<file path="config.mk">
export PLATFORM = sky130hd
export DESIGN_NAME = radio_mode_config_front_end
export DESIGN_NICKNAME = d
export VERILOG_FILES = /design/src/radio_cfg_pkg.sv /design/src/radio_mode_config_front_end.sv
export VERILOG_INCLUDE_DIRS = /design/src
export SDC_FILE = /design/constraint.sdc
export NUM_CORES = 1
export LEC_CHECK = 0
export BUFFER_PORTS_ARGS = -buffer_cell sky130_fd_sc_hd__buf_2
export CORE_MARGIN = 1
export CORE_UTILIZATION = 55
export CTS_CLUSTER_DIAMETER = 40
export DETAILED_ROUTE_END_ITERATION = 6
export PLACE_DENSITY_LB_ADDON = 0.2
export SLEW_MARGIN = 0
export SYNTH_ARGS = -nofsm -noshare
export SYNTH_HDL_FRONTEND = slang
export SYNTH_SLANG_ARGS = --single-unit
</file>
<file path="constraint.sdc">
create_clock -name i_clk -period 1.5 [get_ports i_clk]
set_input_delay 0.15 -clock i_clk [delete_from_list [all_inputs] [get_ports i_clk]]
set_output_delay 0.15 -clock i_clk [all_outputs]
set_load 0.1 [all_outputs]
</file>
<file path="src/radio_cfg_defs.svh">
`ifndef RADIO_CFG_DEFS_SVH
`define RADIO_CFG_DEFS_SVH

// -----------------------------------------------------------------------------
// Control input positions (bus index 0..7 maps to pins 8..15)
// -----------------------------------------------------------------------------
`define CTL_TX_RX          3'd0
`define CTL_MODULATION     3'd1
`define CTL_SLEEP          3'd2
`define CTL_START_VECTOR   3'd3
`define CTL_SPREAD         3'd4
`define CTL_ALT_SPREAD     3'd5
`define CTL_RX_RATE        3'd6
`define CTL_ENHANCED_SEL   3'd7

// -----------------------------------------------------------------------------
// Serial timing and framing
// -----------------------------------------------------------------------------
`define SER_HALF_NS        100
`define CLK_PERIOD_NS      20
`define SER_HALF_CYC       ((`SER_HALF_NS + `CLK_PERIOD_NS - 1) / `CLK_PERIOD_NS)
`define SER_BYTE_BITS      8
`define RATE_CODE_4K8      2'h1
`define RATE_CODE_19K2     2'h2

`endif

</file>
<file path="src/radio_cfg_pkg.sv">
package radio_cfg_pkg;
    typedef enum logic [1:0] {LEG_SLEEP, LEG_TX_OOK, LEG_TX_ASK, LEG_RX} legacy_op_t;
    typedef enum logic [1:0] {ST_IDLE, ST_LOW, ST_HIGH, ST_GAP} ser_state_t;
endpackage

</file>
<file path="src/radio_mode_config_front_end.sv">
`timescale 1ns/1ps
`include "radio_cfg_defs.svh"

// What this block does
// Legacy mode: controller idle, pins external.
// Enhanced mode: sample eight inputs, detect changes.
// Change triggers automatic serial register rewrite.
// Enhanced mode: controller alone drives serial lines.
// Legacy mode: clock/data pins are inputs.
// Decode legacy bits A,B into radio mode.
// Mode latched once after power-up only.
// Enable grounded legacy; chip select enhanced.
// Host raises enhanced select after power-up.
// No serial traffic until enhanced select high.
// Host pattern for ASK 19.2 kb/s receive.
// Host pattern for ASK 4.8 kb/s vector.
// Host toggles start vector to re-arm.
// Recovered clock low until start; held till disable.
// Each eight serial bits form one register.
// Data changes on falling, captured on rising.
// Rate select high 4.8, low 19.2.
// Simultaneous changes give one full snapshot.
module radio_mode_config_front_end #(
    parameter int CTRL_W = 8
) (
    input  wire logic              i_clk,
    input  wire logic              i_resetn,
    input  wire logic              i_powerup_mode_jumper,
    input  wire logic [CTRL_W-1:0] i_ctrl,
    input  wire logic              i_serial_config_clock,
    input  wire logic              i_serial_config_data,
    input  wire logic              i_start_symbol,
    input  wire logic              i_slicer_data,
    input  wire logic              i_recovery_tick,
    output logic                   o_enhanced_mode,
    output logic [1:0]             o_legacy_op,
    output logic [1:0]             o_rx_rate,
    output logic                   o_config_enable,
    output logic                   o_serial_config_clock,
    output logic                   o_serial_config_clock_oe_n,
    output logic                   o_serial_config_data,
    output logic                   o_serial_config_data_oe_n,
    output logic                   o_recovered_clock_out,
    output logic                   o_recovered_data_out
);

    localparam int HALF_CYC = `SER_HALF_CYC;
    localparam int CNT_W    = (HALF_CYC < 2) ? 1 : $clog2(HALF_CYC);

    // -------------------------------------------------------------------------
    // Reset release and power-up mode capture
    // -------------------------------------------------------------------------
    logic rst_meta_q;
    logic rst_n_q;

    always_ff @(posedge i_clk or negedge i_resetn)
    begin
        if (!i_resetn)
        begin
            rst_meta_q <= 1'b0;
            rst_n_q    <= 1'b0;
        end
        else
        begin
            rst_meta_q <= 1'b1;
            rst_n_q    <= rst_meta_q;
        end
    end

    // The jumper is sampled once after release; later moves are ignored.
    logic mode_taken_q;
    logic enh_q;
    // latch mode once
    always_ff @(posedge i_clk or negedge rst_n_q)
    begin
        if (!rst_n_q)
        begin
            mode_taken_q <= 1'b0;
            enh_q        <= 1'b0;
        end
        else if (!mode_taken_q)
        begin
            mode_taken_q <= 1'b1;
            enh_q        <= i_powerup_mode_jumper;
        end
    end

    logic armed_q;
    // wait for enhanced select
    always_ff @(posedge i_clk or negedge rst_n_q)
    begin
        if (!rst_n_q)
            armed_q <= 1'b0;
        else if (mode_taken_q && enh_q && i_ctrl[`CTL_ENHANCED_SEL])
            armed_q <= 1'b1;
    end

    // -------------------------------------------------------------------------
    // Legacy decode and rate select
    // -------------------------------------------------------------------------
    always_ff @(posedge i_clk or negedge rst_n_q)
    begin
        if (!rst_n_q)
        begin
            o_legacy_op     <= 2'h0;
            o_rx_rate       <= 2'h0;
            o_enhanced_mode <= 1'b0;
        end
        else
        begin
            o_enhanced_mode <= mode_taken_q && enh_q;
            // decode bits A,B
            if (mode_taken_q && !enh_q)
                case ({i_serial_config_data, i_serial_config_clock})
                    2'b00:   o_legacy_op <= radio_cfg_pkg::LEG_SLEEP;
                    2'b01:   o_legacy_op <= radio_cfg_pkg::LEG_TX_OOK;
                    2'b10:   o_legacy_op <= radio_cfg_pkg::LEG_TX_ASK;
                    default: o_legacy_op <= radio_cfg_pkg::LEG_RX;
                endcase
            // rate select
            else if (armed_q)
                o_rx_rate <= i_ctrl[`CTL_RX_RATE] ? `RATE_CODE_4K8 : `RATE_CODE_19K2;
        end
    end

    // -------------------------------------------------------------------------
    // Change detection and serial writer
    // -------------------------------------------------------------------------
    logic [CTRL_W-1:0]   last_q;
    logic                pending_q;
    logic [CTRL_W-1:0]   shift_q;
    logic [2:0]          bit_q;
    logic [CNT_W-1:0]    tim_q;
    radio_cfg_pkg::ser_state_t st_q;
    logic                tim_done;
    assign tim_done = (tim_q == CNT_W'(HALF_CYC - 1));

    // detect input change
    always_ff @(posedge i_clk or negedge rst_n_q)
    begin
        if (!rst_n_q)
        begin
            last_q    <= '0;
            pending_q <= 1'b0;
        end
        else if (armed_q)
        begin
            last_q <= i_ctrl;
            // An idle writer takes its snapshot at this edge, so only busy changes wait.
            if (st_q == radio_cfg_pkg::ST_IDLE)
                pending_q <= 1'b0;
            else if (i_ctrl != last_q)
                pending_q <= 1'b1;
        end
    end

    // automatic rewrite
    always_ff @(posedge i_clk or negedge rst_n_q)
    begin
        if (!rst_n_q)
        begin
            st_q    <= radio_cfg_pkg::ST_IDLE;
            shift_q <= '0;
            bit_q   <= 3'h0;
            tim_q   <= '0;
        end
        else
        begin
            case (st_q)
                radio_cfg_pkg::ST_IDLE:
                begin
                    tim_q <= '0;
                    bit_q <= 3'h0;
                    // full snapshot
                    if (armed_q && (pending_q || i_ctrl != last_q))
                    begin
                        shift_q <= i_ctrl;
                        st_q    <= radio_cfg_pkg::ST_LOW;
                    end
                end
                radio_cfg_pkg::ST_LOW:
                begin
                    tim_q <= tim_done ? '0 : tim_q + 1'b1;
                    if (tim_done)
                        st_q <= radio_cfg_pkg::ST_HIGH;
                end
                radio_cfg_pkg::ST_HIGH:
                begin
                    tim_q <= tim_done ? '0 : tim_q + 1'b1;
                    // eight bits per register
                    if (tim_done)
                    begin
                        shift_q <= {shift_q[CTRL_W-2:0], 1'b0};
                        bit_q   <= bit_q + 3'h1;
                        st_q    <= (bit_q == 3'(`SER_BYTE_BITS - 1)) ?
                                   radio_cfg_pkg::ST_GAP : radio_cfg_pkg::ST_LOW;
                    end
                end
                default:
                begin
                    tim_q <= tim_done ? '0 : tim_q + 1'b1;
                    if (tim_done)
                        st_q <= radio_cfg_pkg::ST_IDLE;
                end
            endcase
        end
    end

    // -------------------------------------------------------------------------
    // Pin drivers and recovered clock
    // -------------------------------------------------------------------------
    // Legacy mode releases both pins so the host owns the mode bits.
    always_ff @(posedge i_clk or negedge rst_n_q)
    begin
        if (!rst_n_q)
        begin
            o_config_enable            <= 1'b0;
            o_serial_config_clock      <= 1'b0;
            o_serial_config_data       <= 1'b0;
            o_serial_config_clock_oe_n <= 1'b1;
            o_serial_config_data_oe_n  <= 1'b1;
        end
        else
        begin
            // release in legacy
            o_serial_config_clock_oe_n <= !(mode_taken_q && enh_q);
            o_serial_config_data_oe_n  <= !(mode_taken_q && enh_q);
            // chip select / ground
            o_config_enable <= enh_q && (st_q == radio_cfg_pkg::ST_LOW ||
                                         st_q == radio_cfg_pkg::ST_HIGH);
            // drive clock and data
            o_serial_config_clock <= enh_q && (st_q == radio_cfg_pkg::ST_HIGH);
            o_serial_config_data  <= enh_q && shift_q[CTRL_W-1];
        end
    end

    logic rec_active_q;
    // gate recovered clock
    always_ff @(posedge i_clk or negedge rst_n_q)
    begin
        if (!rst_n_q)
        begin
            rec_active_q          <= 1'b0;
            o_recovered_clock_out <= 1'b0;
            o_recovered_data_out  <= 1'b0;
        end
        else
        begin
            if (!(armed_q && i_ctrl[`CTL_START_VECTOR]))
                rec_active_q <= 1'b0;
            else if (i_start_symbol)
                rec_active_q <= 1'b1;
            o_recovered_clock_out <= rec_active_q && i_ctrl[`CTL_START_VECTOR]
                                     && i_recovery_tick;
            o_recovered_data_out  <= i_slicer_data;
        end
    end
endmodule

</file>
Word level (Yosys, flattened, before mapping)

Cells that the tools add are included.

Register bits: 42
Input port bits: 16
Word-level logic and storage cells: 78

Add/sub/neg operators: 2
Eq/ne operators: 11
Mux-type cells: 19
Bitwise gates (word level): 1
Reductions and logical operators: 24

Operators by type and width:

| kind                                                                   | count |
|---|---|
| 8-bit 2-to-1 mux                                                       | 2 |
| 8-bit one-hot mux with 2 select lines                                  | 1 |
| 2-bit 2-to-1 mux                                                       | 6 |
| 2-bit one-hot mux with 3 select lines                                  | 2 |
| 1-bit logical AND                                                      | 10 |
| 3-bit 2-to-1 mux                                                       | 3 |
| 8-bit != test                                                          | 1 |
| 3-bit by 1-bit adder with 3-bit output (second input constant)         | 2 |
| 3-bit equality test (second input constant)                            | 2 |
| 2-bit != test (second input constant)                                  | 3 |
| 3-bit one-hot mux with 2 select lines                                  | 1 |
| 2-bit AND reduction                                                    | 3 |
| 2-bit nonzero test                                                     | 3 |
| 2-bit by 1-bit equality test with 1-bit output (second input constant) | 2 |
| 2-bit equality test (second input constant)                            | 2 |
| 2-bit zero test                                                        | 2 |
| 1-bit 2-to-1 mux                                                       | 4 |
| 4-bit AND reduction                                                    | 1 |
| 3-bit AND reduction                                                    | 1 |
| 1-bit zero test                                                        | 2 |
| 1-bit logical OR                                                       | 2 |
| 2-bit by 1-bit != test with 1-bit output (second input constant)       | 1 |
| 1-bit inverter                                                         | 1 |

Depth between registers and ports, before layout

Depth after elaboration: 5
Gate-level depth with buffers: 7
Gate-level depth less buffers: 7

Least setup slack after synthesis

No wires, ideal clock.

Path type: reg2reg
Start: register tim_q[0]
End: register shift_q[1]
Data arrival time: 1642 ps
Required time: 1375 ps
Path slack: -267 ps
Stages on the path, launching flop included: 8
Buffers on the path: 1
Period minus slack after synthesis: 1767 ps
Cell sequence: dfrtp_1 -> inv_1 -> ha_1 -> and2_1 -> clkbuf_1 -> a21oi_1 -> a21oi_2 -> mux2_2

Cells in the longest elaborated chain, start to end: 3

Ends and longest elaborated chain:

| what                          | line                               | text |
|---|---|---|
| from (decl)                   | radio_mode_config_front_end.sv:133 | `logic [CNT_W-1:0] tim_q;` |
| from (signal assigned)        | radio_mode_config_front_end.sv:183 | `tim_q <= tim_done ? '0 : tim_q + 1'b1;` |
| from (signal assigned)        | radio_mode_config_front_end.sv:189 | `tim_q <= tim_done ? '0 : tim_q + 1'b1;` |
| from (signal assigned)        | radio_mode_config_front_end.sv:201 | `tim_q <= tim_done ? '0 : tim_q + 1'b1;` |
| 3-bit equality test           | radio_mode_config_front_end.sv:136 | `assign tim_done = (tim_q == CNT_W'(HALF_CYC - 1));` |
| 2-bit != test (no line)       | --                                 |  |
| 3-bit AND reduction (no line) | --                                 |  |
| to (signal assigned)          | radio_mode_config_front_end.sv:177 | `shift_q <= i_ctrl;` |
| to (signal assigned)          | radio_mode_config_front_end.sv:193 | `shift_q <= {shift_q[CTRL_W-2:0], 1'b0};` |
| to (decl)                     | radio_mode_config_front_end.sv:131 | `logic [CTRL_W-1:0] shift_q;` |

Every way passes these cells.
A chain may end at the register's enable or synchronous reset.

Worst setup path in the final report

Start: register last_q[0]
End: register shift_q[6]

Cells in the longest elaborated chain, start to end: 5

Ends and longest elaborated chain:

| what                                               | line                               | text |
|---|---|---|
| from (decl)                                        | radio_mode_config_front_end.sv:129 | `logic [CTRL_W-1:0] last_q;` |
| from (signal assigned)                             | radio_mode_config_front_end.sv:148 | `last_q <= i_ctrl;` |
| 8-bit != test                                      | radio_mode_config_front_end.sv:175 | `if (armed_q && (pending_q \|\| i_ctrl != last_q))` |
| 1-bit logical OR                                   | radio_mode_config_front_end.sv:175 |  |
| 1-bit logical AND                                  | radio_mode_config_front_end.sv:175 |  |
| 2-bit by 1-bit != test with 1-bit output (no line) | --                                 |  |
| 3-bit AND reduction (no line)                      | --                                 |  |

Every way passes these cells.

==> flow_summary.toml <==
[critical_path]
path_class = "flop to flop"
end_kind = "flop"
rrSetupSlack_ns = -0.24
worst_r2r_startpoint = "last_q[0]"
worst_r2r_endpoint = "shift_q[6]"
worstPathRequired_ns = 1.75
cpPeakStageDelay_ns = 0.42
cp.arrival_ns = 2.00
critPathMaxFanout = 8
r2r_cells = 5
worst_path_max_delay_cell = "dfrtp_1"
path_cells = "xnor2_2, nand3_2, o41ai_4, a21oi_4, mux2_4"
critPathLaunchType = "flop"

[outcome]
violations = "setup timing"
status = "complete, but fails checks"

[job]
drv_cap = 0

[synthesis]
syn_area_um2 = 1880
ys_warn_count = 0
yosys.area_share.xor_xnor_pct = 4.19
synth_top_family_by_area = "multiplexers"
synth-main-ff-cell = "dfrtp_1"
ys_seq_area_share_pct = 55.9
synthMuxAreaShare_pct = 16.5
synth_enable_flop_cells = 0
synth-compound-area-share_pct = 8.17
yosys.area_share.adder_pct = 4.65
synth-seq-cells = 42
synth-simple-area-share_pct = 7.18
ys_types = 30
synth-async-reset-ratio_pct = 100
avgSynthCellArea_um2 = 12.1
synthCells = 155

[layout]
drive_above_1_share_pct = 44.9
final_nets = 238
n_antenna_cell = 0
final_util_pct = 78.3
final_cell_mix = "41 x dfrtp_1, 25 x buf_2, 24 x buf_4, 17 x mux2_2"
final_cells = 260
area_growth_pct = 31.1
final_common_cell = "dfrtp_1"
final.fill_count = 205

[worst_hold_path]
hp-class = "input pin to flop"
hold_end = "rec_active_q"
worstHoldStart = "i_start_symbol"
holdPathStages = 3

[place]
port_buffers = 27
dp_cells = 245
dp_hpwl_um = 2670
place_congestion = 0.795

[grt]
antenna_found_initial = 0
grt_max_degree = 28
grt-ovfl-total = 0
grt_pass1_wl_um = 6080
grt_usage_pct = 23.9
grt_pass1_vias = 1363

[floorplan]
rows = 20
coreArea_um2 = 3150
start_util_pct = 59.7
dieArea_um2 = 3660
ios = 28
dieHeight_um = 60.5
die_width_um = 60.5

[detailed_routing]
vias = 1355
drc_errors = 0
routed_wl_um = 3760
routed_via_density = 5.21
drt_iter0_drc = 56
antenna_left = 0
wl_per_cell_um = 14.5
first_pass_iters = 6

[cts]
clkTransAtPathRegs_ns = 0.13
clk_path_buf_depth = 2
htreeDepth = 2
numCtsBuffers = 5
cts_tree = "done"
clock_sinks = 42
cts_root_buf = "clkbuf_4"
clock_latency_ns = 0.36

[timing]
skew_ns = 0.0113
maxSlewViolCount = 0
period_share_pct = 116
setup_slack_ns = -0.244
rsz0062_at_grt = "yes"
min_period_ns = 1.74
fmax_mhz = 573
setup_violations = 10
final-hold-violation-count = 0

[power_and_ir_drop]
ir_drop_mv = 1.06
power.density_nw_per_um2 = 1610
p_leak_nw = 1.23
[layout make-up]
type / count / area, um2 / area share (%)
Clock inverter: 2 / 37.5 / 1.52
Multi-Input combinational cell: 99 / 853 / 34.6
Tap cell: 44 / 55.1 / 2.23
Sequential cell: 42 / 1050 / 42.6
Timing Repair Buffer: 57 / 392 / 15.9
Inverter: 10 / 37.5 / 1.52
Clock buffer: 6 / 41.3 / 1.67
[power by group]
part | leakage, nW | internal (mW) | switching [mW]
combinational | 0.691 | 0.772 | 0.941
clock | 0.0385 | 0.352 | 0.372
sequential | 0.505 | 1.39 | 0.160
total | 1.23 | 2.51 | 1.47
[stage by stage]
step | setup slack, ns | hold slack [ns] | total power, mW | area (um2) | TNS [ns]
after floorplan | -0.161 | -0.146 | 2.71 | 1930 | -1.13
after global placement | -0.205 | -0.0654 | 3.11 | 2280 | -1.60
after detailed placement | -0.247 | -0.0641 | 3.19 | 2280 | -1.95
after CTS | -0.280 | 0.00826 | 3.95 | 2410 | -2.33
after global routing | -0.336 | 0.00628 | 4.21 | 2470 | -2.93
final | -0.244 | 0.0205 | 3.99 | 2470 | -1.99
[state kept, by name (all words and copies together), names as in the netlist]
name	count
armed_q	1
bit_q	3
enh_q	1
last_q	8
mode_taken_q	1
o_config_enable	1
o_enhanced_mode	1
o_legacy_op	2
o_recovered_clock_out	1
o_recovered_data_out	1
o_rx_rate	2
o_serial_config_clock	1
o_serial_config_data	1
o_serial_config_data_oe_n	1
pending_q	1
rec_active_q	1
rst_meta_q	1
rst_n_q	1
shift_q	8
st_q	2
tim_q	3
[synthesized netlist by cell type (3+ instances only)]
library cell	n	area, um2
nand2_1	9	33.8
a21oi_1	7	35.0
and2_1	4	25.0
clkbuf_1	3	11.3
mux2_2	24	270
inv_1	10	37.5
ha_1	7	87.6
dfrtp_1	41	1030
o21ai_0	9	45.0
nor2_1	11	41.3
mux2i_1	4	40.0
xnor2_1	8	70.1
[repair_timing]
item,4_1_cts,5_1_grt
pin swaps,1,3
buffers inserted,1,2
hold buffers,3,1
endpoints found under the hold margin,4,1
gates cloned,0,0
endpoints found under the setup margin,10,13
resized for setup,5,8
[kinds of logic after synthesis]
kind of cell,count (synthesis)
flops,42
simple gates,30
mux,28
compound gates,23
buf+inv,15
xor+xnor,9
fa+ha+maj,7
other cells,1
[per-layer routing]
metal	track usage, %	up-vias	wire length [um]
li1	-	639	-
met1	29.5	665	1640
met2	38.3	42	1870
met3	8.53	9	177
met4	10.1	0	69
met5	0	-	0
[worst max-delay path, delay by kind of cell (launching register included)]
kind	cells	cell delay, ns
AND/OR/NAND/NOR	1	0.13
XOR/XNOR	1	0.16
flip-flops	1	0.42
multiplexers	1	0.32
AO/OA/AOI/OAI	2	0.60
[how the worst max path moves through the flow]
stage | startpoint | end | slack [ns] | cells after the start
4_1_cts | last_q[0] | shift_q[6] | -0.28 | 5
3_3_place_gp | last_q[4] | shift_q[3] | -0.21 | 5
3_5_place_dp | last_q[0] | shift_q[4] | -0.25 | 5
6_report | last_q[0] | shift_q[6] | -0.24 | 5
2_1_floorplan | last_q[0] | shift_q[1] | -0.16 | 5
5_1_grt | last_q[0] | shift_q[2] | -0.34 | 5
(Power assumes the default switching activity.)
